File: config.mk
export PLATFORM = sky130hd
export DESIGN_NAME = obc_option_config
export DESIGN_NICKNAME = d
export VERILOG_FILES = /design/src/obc_option_config.v
export VERILOG_INCLUDE_DIRS = /design/src
export SDC_FILE = /design/constraint.sdc
export NUM_CORES = 1
export LEC_CHECK = 0
export BUFFER_PORTS_ARGS = -buffer_cell sky130_fd_sc_hd__buf_2
export CORE_MARGIN = 2
export CORE_UTILIZATION = 53
export DETAILED_ROUTE_END_ITERATION = 10
export PLACE_DENSITY = 0.78
export SLEW_MARGIN = 10
export SYNTH_ARGS = -nofsm -noshare
export SYNTH_HDL_FRONTEND = slang
export SYNTH_SLANG_ARGS = --single-unit
File: constraint.sdc
create_clock -name aclk -period 2.2 [get_ports aclk]
set_input_delay 0.22 -clock aclk [delete_from_list [all_inputs] [get_ports aclk]]
set_output_delay 0.22 -clock aclk [all_outputs]
set_load 0.02 [all_outputs]
File: src/obc_consts.vh
// Constants for the option byte clock and reset configuration block.
// Assumes the including file switches implicit nets off around its own code.
`ifndef OBC_CONSTS_VH
`define OBC_CONSTS_VH

// ----------------------------------------------------------------------------
// Option byte field positions
// ----------------------------------------------------------------------------
`define OBC_PKG_BIT        7
`define OBC_RSTDLY_BIT     6
`define OBC_TYPE_HI        5
`define OBC_TYPE_LO        4
`define OBC_RANGE_HI       3
`define OBC_RANGE_LO       1
`define OBC_PLLOFF_BIT     0
`define OBC_ERASED_BYTE    8'hFF

// ----------------------------------------------------------------------------
// Clock source types and frequency range codes
// ----------------------------------------------------------------------------
`define OBC_SRC_RESONATOR  2'h0
`define OBC_SRC_EXT_RC     2'h1
`define OBC_SRC_INT_RC     2'h2
`define OBC_SRC_EXT_CLK    2'h3
`define OBC_RANGE_1_2      3'h0
`define OBC_RANGE_2_4      3'h1
`define OBC_RANGE_4_8      3'h2
`define OBC_RANGE_8_16     3'h3

// ----------------------------------------------------------------------------
// Delay lengths in CPU cycles
// ----------------------------------------------------------------------------
`define OBC_DLY_LONG_CYC   4096
`define OBC_DLY_SHORT_CYC  256

// ----------------------------------------------------------------------------
// Register byte addresses and reset values
// ----------------------------------------------------------------------------
`define OBC_ADDR_CTRL      4'h0
`define OBC_ADDR_STATUS    4'h4
`define OBC_ADDR_CONFIG    4'h8
`define OBC_ADDR_PAD_DIR   4'hC
`define OBC_ADDR_PAD_PU    5'h10
`define OBC_PAD_DIR_RST    32'h00000000
`define OBC_RESP_OKAY      2'h0
`define OBC_RESP_SLVERR    2'h2

`endif

File: src/obc_option_config.v
// Option byte decoder with reset delay, halt exit delay and pad defaults.
// Assumes the option byte arrives from the non-volatile array on plain inputs
// and that aclk is the CPU clock; software sees decoded state over AXI4-Lite.
// Functional notes
// RQ1: Package bit set selects the large-pin variant, cleared selects the small-pin variant.
// RQ2: Each port has eight pads, and pads without a pin leave reset as pulled-up inputs.
// RQ3: Software should keep unbonded pads in their reset state to avoid extra current.
// RQ4: Delay bit cleared gives 4096 cycles, set gives 256, both at reset and at halt exit.
// RQ5: With a crystal or ceramic resonator the configurer should pick the 4096-cycle delay.
// RQ6: With clock security enabled the delay counter starts at once on the backup oscillator.
// RQ7: The two-bit type field picks resonator, external RC, internal RC or external clock.
// RQ8: With a resonator the range field sets the oscillator current for its frequency band.
// RQ9: With any other source the range field gives the normal operating frequency band.
// RQ10: Multiplier bit cleared enables the times-two multiplier, set bypasses it.
// RQ11: The configurer must not enable the multiplier with the internal RC oscillator.
// RQ12: The configurer may enable the multiplier only with the 2 to 4 MHz band.
// RQ13: The option byte has no bus address, is read only in programming mode, and reads FFh unprogrammed.
// RQ14: Decoded fields are caught during reset and held constant while running.
//
// Chosen here: the AXI4-Lite register port and the placing of the registers.
`include "obc_consts.vh"
`default_nettype none

module obc_option_config #(
    parameter integer NUM_PORTS      = 4,
    parameter integer LONG_DLY_CYC   = `OBC_DLY_LONG_CYC,
    parameter integer SHORT_DLY_CYC  = `OBC_DLY_SHORT_CYC,
    parameter [31:0]  BONDED_LARGE   = 32'hFFFFFFFF,
    parameter [31:0]  BONDED_SMALL   = 32'h00FFFFFF
) (
    // Clock and reset.
    input  wire                     aclk,
    input  wire                     aresetn,
    // Option byte from the non-volatile array.
    input  wire [7:0]               opt_byte_nv,
    input  wire                     opt_byte_erased,
    input  wire                     clock_security_function_n,
    input  wire                     main_osc_ready,
    // Programming mode read port.
    input  wire                     prog_mode,
    input  wire                     prog_rd,
    output reg  [7:0]               prog_rdata_ff,
    output reg                      prog_rvalid_ff,
    // Halt wake-up event.
    input  wire                     wake_event,
    // Decoded configuration.
    output reg                      package_select_bit_ff,
    output reg  [1:0]               clock_source_type_ff,
    output reg  [3:0]               source_onehot_ff,
    output reg  [2:0]               osc_current_sel_ff,
    output reg  [2:0]               op_freq_range_ff,
    output reg                      pll_x2_en_ff,
    output reg                      reset_delay_select_ff,
    // CPU reset and hold.
    output reg                      cpu_reset_n_ff,
    output reg                      cpu_hold_ff,
    // Pad configuration.
    output reg  [NUM_PORTS*8-1:0]   pad_dir_ff,
    output reg  [NUM_PORTS*8-1:0]   pad_pullup_ff,
    // AXI4-Lite write address.
    input  wire [4:0]               s_axi_awaddr,
    input  wire                     s_axi_awvalid,
    output reg                      s_axi_awready_ff,
    // AXI4-Lite write data.
    input  wire [31:0]              s_axi_wdata,
    input  wire [3:0]               s_axi_wstrb,
    input  wire                     s_axi_wvalid,
    output reg                      s_axi_wready_ff,
    // AXI4-Lite write response.
    output reg  [1:0]               s_axi_bresp_ff,
    output reg                      s_axi_bvalid_ff,
    input  wire                     s_axi_bready,
    // AXI4-Lite read address.
    input  wire [4:0]               s_axi_araddr,
    input  wire                     s_axi_arvalid,
    output reg                      s_axi_arready_ff,
    // AXI4-Lite read data.
    output reg  [31:0]              s_axi_rdata_ff,
    output reg  [1:0]               s_axi_rresp_ff,
    output reg                      s_axi_rvalid_ff,
    input  wire                     s_axi_rready
);

    localparam integer PADS = NUM_PORTS * 8;

    // ------------------------------------------------------------------------
    // Option byte source
    // ------------------------------------------------------------------------

    // An erased array reads as all ones.
    wire [7:0] eff_byte = opt_byte_erased ? `OBC_ERASED_BYTE : opt_byte_nv; // RQ13

    wire [1:0] byte_type  = eff_byte[`OBC_TYPE_HI:`OBC_TYPE_LO];
    wire [2:0] byte_range = eff_byte[`OBC_RANGE_HI:`OBC_RANGE_LO];
    wire       byte_large = eff_byte[`OBC_PKG_BIT];
    wire [PADS-1:0] bonded_mask = byte_large ? BONDED_LARGE[PADS-1:0] : BONDED_SMALL[PADS-1:0]; // RQ1

    // Programming tool read; outside programming mode nothing answers.
    always @(posedge aclk) begin
        if (!aresetn) begin
            prog_rdata_ff  <= `OBC_ERASED_BYTE;
            prog_rvalid_ff <= 1'b0;
        end else begin
            prog_rvalid_ff <= prog_mode & prog_rd; // RQ13
            if (prog_mode && prog_rd) begin
                prog_rdata_ff <= eff_byte; // RQ13
            end
        end
    end

    // ------------------------------------------------------------------------
    // Configuration latch
    // ------------------------------------------------------------------------

    // Fields load only while reset is held, so the clock source never moves at run time.
    always @(posedge aclk) begin
        if (!aresetn) begin
            package_select_bit_ff <= byte_large; // RQ14 RQ1
            clock_source_type_ff  <= byte_type; // RQ7
            reset_delay_select_ff <= eff_byte[`OBC_RSTDLY_BIT]; // RQ4
            pll_x2_en_ff          <= ~eff_byte[`OBC_PLLOFF_BIT]; // RQ10
            if (byte_type == `OBC_SRC_RESONATOR) begin
                osc_current_sel_ff <= byte_range; // RQ8
                op_freq_range_ff   <= byte_range;
            end else begin
                osc_current_sel_ff <= `OBC_RANGE_1_2;
                op_freq_range_ff   <= byte_range; // RQ9
            end
        end
    end

    // One select line per clock source type.
    genvar gi;
    generate
        for (gi = 0; gi < 4; gi = gi + 1) begin : g_src
            always @(posedge aclk) begin
                if (!aresetn) begin
                    source_onehot_ff[gi] <= ({30'h00000000, byte_type} == gi); // RQ7
                end
            end
        end
    endgenerate

    // Configurer mistakes, reported to software only.
    wire pll_bad_src   = pll_x2_en_ff & (clock_source_type_ff == `OBC_SRC_INT_RC); // RQ11
    wire pll_bad_range = pll_x2_en_ff & (op_freq_range_ff != `OBC_RANGE_2_4); // RQ12
    wire short_on_xtal = reset_delay_select_ff & (clock_source_type_ff == `OBC_SRC_RESONATOR); // RQ5

    // ------------------------------------------------------------------------
    // Reset and halt exit delay
    // ------------------------------------------------------------------------

    reg  [12:0] dly_cnt_ff;
    reg         halt_ff;
    reg         dly_active_ff;
    reg         halt_req;
    wire [12:0] dly_load = reset_delay_select_ff ? SHORT_DLY_CYC[12:0] : LONG_DLY_CYC[12:0]; // RQ4
    // With clock security on, the backup oscillator clocks the count at once.
    wire        count_ok = main_osc_ready | ~clock_security_function_n; // RQ6

    // The counter is loaded at reset and again when a wake event ends halt.
    always @(posedge aclk) begin
        if (!aresetn) begin
            dly_cnt_ff     <= 13'h0000;
            dly_active_ff  <= 1'b1;
            halt_ff        <= 1'b0;
            cpu_reset_n_ff <= 1'b0;
            cpu_hold_ff    <= 1'b1;
        end else begin
            if (dly_active_ff) begin
                if (count_ok) begin // RQ6
                    if (dly_cnt_ff == dly_load - 13'h0001) begin
                        dly_active_ff  <= 1'b0;
                        cpu_reset_n_ff <= 1'b1;
                        cpu_hold_ff    <= 1'b0;
                    end else begin
                        dly_cnt_ff <= dly_cnt_ff + 13'h0001; // RQ4
                    end
                end
            end else if (halt_ff) begin
                if (wake_event) begin
                    halt_ff       <= 1'b0;
                    dly_active_ff <= 1'b1; // RQ4
                    dly_cnt_ff    <= 13'h0000;
                end
            end else if (halt_req) begin
                halt_ff     <= 1'b1;
                cpu_hold_ff <= 1'b1;
            end
        end
    end

    // ------------------------------------------------------------------------
    // AXI4-Lite write channel
    // ------------------------------------------------------------------------

    reg        aw_got_ff;
    reg        w_got_ff;
    reg [4:0]  aw_addr_ff;
    reg [31:0] w_data_ff;
    reg [3:0]  w_strb_ff;
    wire       do_write = aw_got_ff & w_got_ff & ~s_axi_bvalid_ff;
    wire       wr_dir   = do_write & (aw_addr_ff == {1'b0, `OBC_ADDR_PAD_DIR});
    wire       wr_pu    = do_write & (aw_addr_ff == `OBC_ADDR_PAD_PU);
    wire       wr_ctrl  = do_write & (aw_addr_ff == {1'b0, `OBC_ADDR_CTRL});
    wire       wr_ok    = wr_dir | wr_pu | wr_ctrl | (aw_addr_ff == {1'b0, `OBC_ADDR_STATUS})
                          | (aw_addr_ff == {1'b0, `OBC_ADDR_CONFIG});

    // Address and data are taken independently; ready is raised for one cycle.
    always @(posedge aclk) begin
        if (!aresetn) begin
            aw_got_ff        <= 1'b0;
            w_got_ff         <= 1'b0;
            aw_addr_ff       <= 5'h00;
            w_data_ff        <= 32'h00000000;
            w_strb_ff        <= 4'h0;
            s_axi_awready_ff <= 1'b0;
            s_axi_wready_ff  <= 1'b0;
            s_axi_bvalid_ff  <= 1'b0;
            s_axi_bresp_ff   <= `OBC_RESP_OKAY;
        end else begin
            s_axi_awready_ff <= s_axi_awvalid & ~s_axi_awready_ff & ~aw_got_ff;
            s_axi_wready_ff  <= s_axi_wvalid & ~s_axi_wready_ff & ~w_got_ff;
            if (s_axi_awvalid && s_axi_awready_ff) begin
                aw_got_ff  <= 1'b1;
                aw_addr_ff <= {s_axi_awaddr[4:2], 2'h0};
            end
            if (s_axi_wvalid && s_axi_wready_ff) begin
                w_got_ff  <= 1'b1;
                w_data_ff <= s_axi_wdata;
                w_strb_ff <= s_axi_wstrb;
            end
            if (do_write) begin
                aw_got_ff       <= 1'b0;
                w_got_ff        <= 1'b0;
                s_axi_bvalid_ff <= 1'b1;
                s_axi_bresp_ff  <= wr_ok ? `OBC_RESP_OKAY : `OBC_RESP_SLVERR;
            end else if (s_axi_bvalid_ff && s_axi_bready) begin
                s_axi_bvalid_ff <= 1'b0;
            end
        end
    end

    // Writing one to control bit 0 requests halt.
    always @* begin
        halt_req = wr_ctrl & w_strb_ff[0] & w_data_ff[0];
    end

    // Pad registers; during reset unbonded pads become pulled-up inputs.
    integer bi;
    always @(posedge aclk) begin
        if (!aresetn) begin
            pad_dir_ff    <= `OBC_PAD_DIR_RST; // RQ2
            pad_pullup_ff <= ~bonded_mask; // RQ2
        end else begin
            for (bi = 0; bi < PADS; bi = bi + 1) begin
                if (wr_dir && w_strb_ff[bi/8]) begin
                    pad_dir_ff[bi] <= w_data_ff[bi];
                end
                if (wr_pu && w_strb_ff[bi/8]) begin
                    pad_pullup_ff[bi] <= w_data_ff[bi];
                end
            end
        end
    end

    // ------------------------------------------------------------------------
    // AXI4-Lite read channel
    // ------------------------------------------------------------------------

    reg [31:0] rd_mux;
    reg        rd_ok;
    reg [31:0] dir_word;
    reg [31:0] pu_word;

    // Read data selection by word address.
    always @* begin
        dir_word = 32'h00000000;
        pu_word  = 32'h00000000;
        dir_word[PADS-1:0] = pad_dir_ff;
        pu_word[PADS-1:0]  = pad_pullup_ff;
        rd_ok  = 1'b1;
        rd_mux = 32'h00000000;
        case ({s_axi_araddr[4:2], 2'h0})
            {1'b0, `OBC_ADDR_CTRL}:    rd_mux = {31'h00000000, halt_ff};
            {1'b0, `OBC_ADDR_STATUS}:  rd_mux = {27'h0000000, count_ok, dly_active_ff, halt_ff,
                                                 cpu_hold_ff, cpu_reset_n_ff};
            {1'b0, `OBC_ADDR_CONFIG}:  rd_mux = {14'h0000, short_on_xtal, pll_bad_range, pll_bad_src,
                                                 source_onehot_ff, osc_current_sel_ff, op_freq_range_ff,
                                                 pll_x2_en_ff, reset_delay_select_ff,
                                                 clock_source_type_ff, package_select_bit_ff};
            {1'b0, `OBC_ADDR_PAD_DIR}: rd_mux = dir_word;
            `OBC_ADDR_PAD_PU:          rd_mux = pu_word;
            default:                   rd_ok  = 1'b0;
        endcase
    end

    // Read address is taken one cycle after arvalid; data follow on the same edge.
    always @(posedge aclk) begin
        if (!aresetn) begin
            s_axi_arready_ff <= 1'b0;
            s_axi_rvalid_ff  <= 1'b0;
            s_axi_rdata_ff   <= 32'h00000000;
            s_axi_rresp_ff   <= `OBC_RESP_OKAY;
        end else begin
            s_axi_arready_ff <= s_axi_arvalid & ~s_axi_arready_ff & ~s_axi_rvalid_ff;
            if (s_axi_arvalid && s_axi_arready_ff) begin
                s_axi_rvalid_ff <= 1'b1;
                s_axi_rdata_ff  <= rd_mux;
                s_axi_rresp_ff  <= rd_ok ? `OBC_RESP_OKAY : `OBC_RESP_SLVERR;
            end else if (s_axi_rvalid_ff && s_axi_rready) begin
                s_axi_rvalid_ff <= 1'b0;
            end
        end
    end

endmodule

`default_nettype wire

==> metrics <==
Syn-to-layout area delta 21.8%; DR WL/cell 16.9 um; Peak VDD IR 0.597 mV; Clock Pin Slew Worst Setup and Hold Paths 0.06 ns; switching power 0.00173 W; CTS Buf Count 17; WP buf/inv 0; reg2reg setup slack 0.23 ns; Critical Path RT 2.52 ns; Setup violations, final 0; Post-synth top cells 150 x nand2_1, 138 x dfxtp_1, 88 x a21oi_1; Starting DRT DRC Count 545; Die H 123 um; met3 usage 0.0567; FF-to-FF path depth 5; simple-gate share of the synthesized area 0.224; final core utilization 0.657; Critical Path Sink Type flop; diode count 0; layout net count 1036; Slew Limit Fails 0; Critical Path AT 2.29 ns; DRC violations left 0; clock skew 0.00630 ns; CP Max Fanout 13; post-synthesis xor/xnor area fraction 0; Area contributors post-synth dfxtp_1 37%, edfxtp_1 19%, nand2_1 7.6%; grt peak-use layer met2; most numerous cell in the Yosys netlist nand2_1; unrepaired setup endpoints after global routing false; CTS root buf clkbuf_16; worst reg2reg endpoint dly_cnt_ff[5]; Total Wirelength 19600 um; crit path kind flop to flop; HPWL Detailed 14100 um; Worst setup endpoint dly_cnt_ff[5]; setup TNS 0 ns; synth warn 0; CP max stage delay 0.53 ns; Final Hold Viols 0; Int Pwr 0.00535 W; initial antenna violation count 0; adder-cell share of the synthesized area 0.00168; H-Tree Depth 4; Startpoint Class flop; outcome finished, final reports clean; Sw Ratio 0.244; Seq/Total Area, Yosys 0.560; critical-path cell list or4b_1 -> o22ai_2 -> a41o_2 -> nor4b_1 -> o31a_1; Period Utilization, post-route 0.894; Seq cells post-synth 185; row cnt 43; sequential share of power 0.521; fin crit period 1.97 ns; clock power share 0.398; IO Port Bufs 191; clk sinks 185; M1 GR Usage 0.376; Netlist cell types 56; met2 Track Usage GR 0.392; Max-Cap Viols 0; GRT Overall Usage 0.263; reg2reg start dly_cnt_ff[8]; clk buf depth 2; DR pass1 iterations 6; Tightest Pin Transition 0.633 ns; fmax 0.508 GHz; post-route ant nets 0; pin count of the biggest net entering global routing 51; Main synth FF type dfxtp_1; first-pass GRT wire length 30200 um; worst min path class input pin to flop; core area 13800 um2; gp weighted congestion 0.900; Comb pwr share 0.082; CP Launch Point dly_cnt_ff[8]; number of synthesized flops with an enable pin 47; Post-CTS Resized 0; CP top delay family compound AO/OA/AOI/OAI gates; layout cells sized above 1 0.257; area fraction in compound gates after synthesis 0.150; routed vias/inst 5.60; Avg Inst Size Synth 9.36 um2; Die ar. 15000 um2; I/O pin total 198; total gr overflow 0; vias in the first global route 5789; Post-Synthesis Cells 797; Starting Density 0.539; PwrDens 779 nW/um2; postcts setup bufs 0; Hold Buf Count CTS 0; mux cell area share after synthesis 0.0268; Clk Latency, worst-skew pair 0.43 ns; CTS tree done; Synth area leader dfxtp_1; Slowest-stage cell, CP or4b_1; critical path depth 5; Synth async-reset ratio 0; Mapped Area 7460 um2; top-area cell type share of the netlist area 0.370; Via Count 6497; Slew headroom 0.578; static leakage 3.74 nW; main combinational cell family by area after synthesis simple AND/OR/NAND/NOR gates; Chip Width 123 um
cell type report:
type,count,area [um2]
tap,180,225
timing repair buffer,210,1120
clock inverter,12,103
multi-input combinational,551,3010
fill,1158,4740
clock buffer,19,433
inverter,3,13.8
sequential,185,4170
power by group through the flow:
stage               Combinational, W  Sequential [W]  Clock, W
finish                      0.000577         0.00369   0.00281
global route                0.000629         0.00369   0.00299
CTS                         0.000576         0.00368   0.00283
detailed placement          0.000573         0.00376         0
global placement            0.000567         0.00376         0
floorplan                   0.000271         0.00383         0
cell families (layout without fill, tap and decap cells):
kind of cell / count (synthesis) / after routing
compound gates: 179 / 179
fa+ha+maj: 1 / 1
buf+inv: 62 / 244
flops: 185 / 185
mux: 20 / 20
other cells: 1 / 2
simple gates: 349 / 349
state kept, by name, indices dropped and copies added, names as in the netlist, 2 cells and up:
register              count
pad_dir_ff               32
osc_current_sel_ff        3
s_axi_rdata_ff           32
clock_source_type_ff      2
pad_pullup_ff            32
w_data_ff                32
prog_rdata_ff             8
source_onehot_ff          4
w_strb_ff                 4
aw_addr_ff                3
dly_cnt_ff               13
op_freq_range_ff          3
worst min-delay path by stage:
stage                    start               end  depth (start not counted)
2_1_floorplan  s_axi_wdata[10]     w_data_ff[10]                          2
3_3_place_gp   s_axi_rvalid_ff  s_axi_arready_ff                          1
3_5_place_dp         aw_got_ff  s_axi_awready_ff                          1
4_1_cts        s_axi_wdata[11]     w_data_ff[11]                          3
5_1_grt        s_axi_wdata[16]     w_data_ff[16]                          3
6_report       s_axi_wdata[11]     w_data_ff[11]                          3
layout by cell type (no fill, tap or decap), types with 7 or more instances in the layout:
master and n:
a21o_1 9, a21oi_1 88, a221oi_1 14, a22oi_1 20, and2_1 32, buf_2 191
buf_4 17, clkbuf_16 17, dfxtp_1 138, edfxtp_1 47, mux2i_1 20, nand2_1 150
nand3_1 49, nor2_1 46, nor3_1 17, nor4b_1 7, o21ai_0 21
worst min-delay path: stages:
cell	delay, ns
buf_2	0.09
nand2_1	0.04
a21oi_1	0.05
through the flow:
| step | cell area [um2] | std cells | worst slack (ns) | hold slack [ns] | power [W] |
|---|---|---|---|---|---|
| floorplan | 7460 | 798 | 0.288 | 0.356 | 0.00410 |
| global placement | 8550 | 1129 | 0.292 | 0.437 | 0.00432 |
| detailed placement | 8550 | 1129 | 0.263 | 0.440 | 0.00433 |
| CTS | 9080 | 1160 | 0.252 | 0.0136 | 0.00709 |
| global route | 9080 | 1160 | 0.150 | 0.0230 | 0.00731 |
| finish | 9080 | 1160 | 0.233 | 0.0261 | 0.00708 |
metal layers:
layer | share of wire | routed length (um) | vias up
met5 | 0 | 0 | -
met4 | 0.023 | 443 | 0
met3 | 0.074 | 1450 | 34
met2 | 0.45 | 8780 | 276
met1 | 0.46 | 8920 | 3021
li1 | - | - | 3166
No activity file was read; power rests on OpenSTA's default activity.
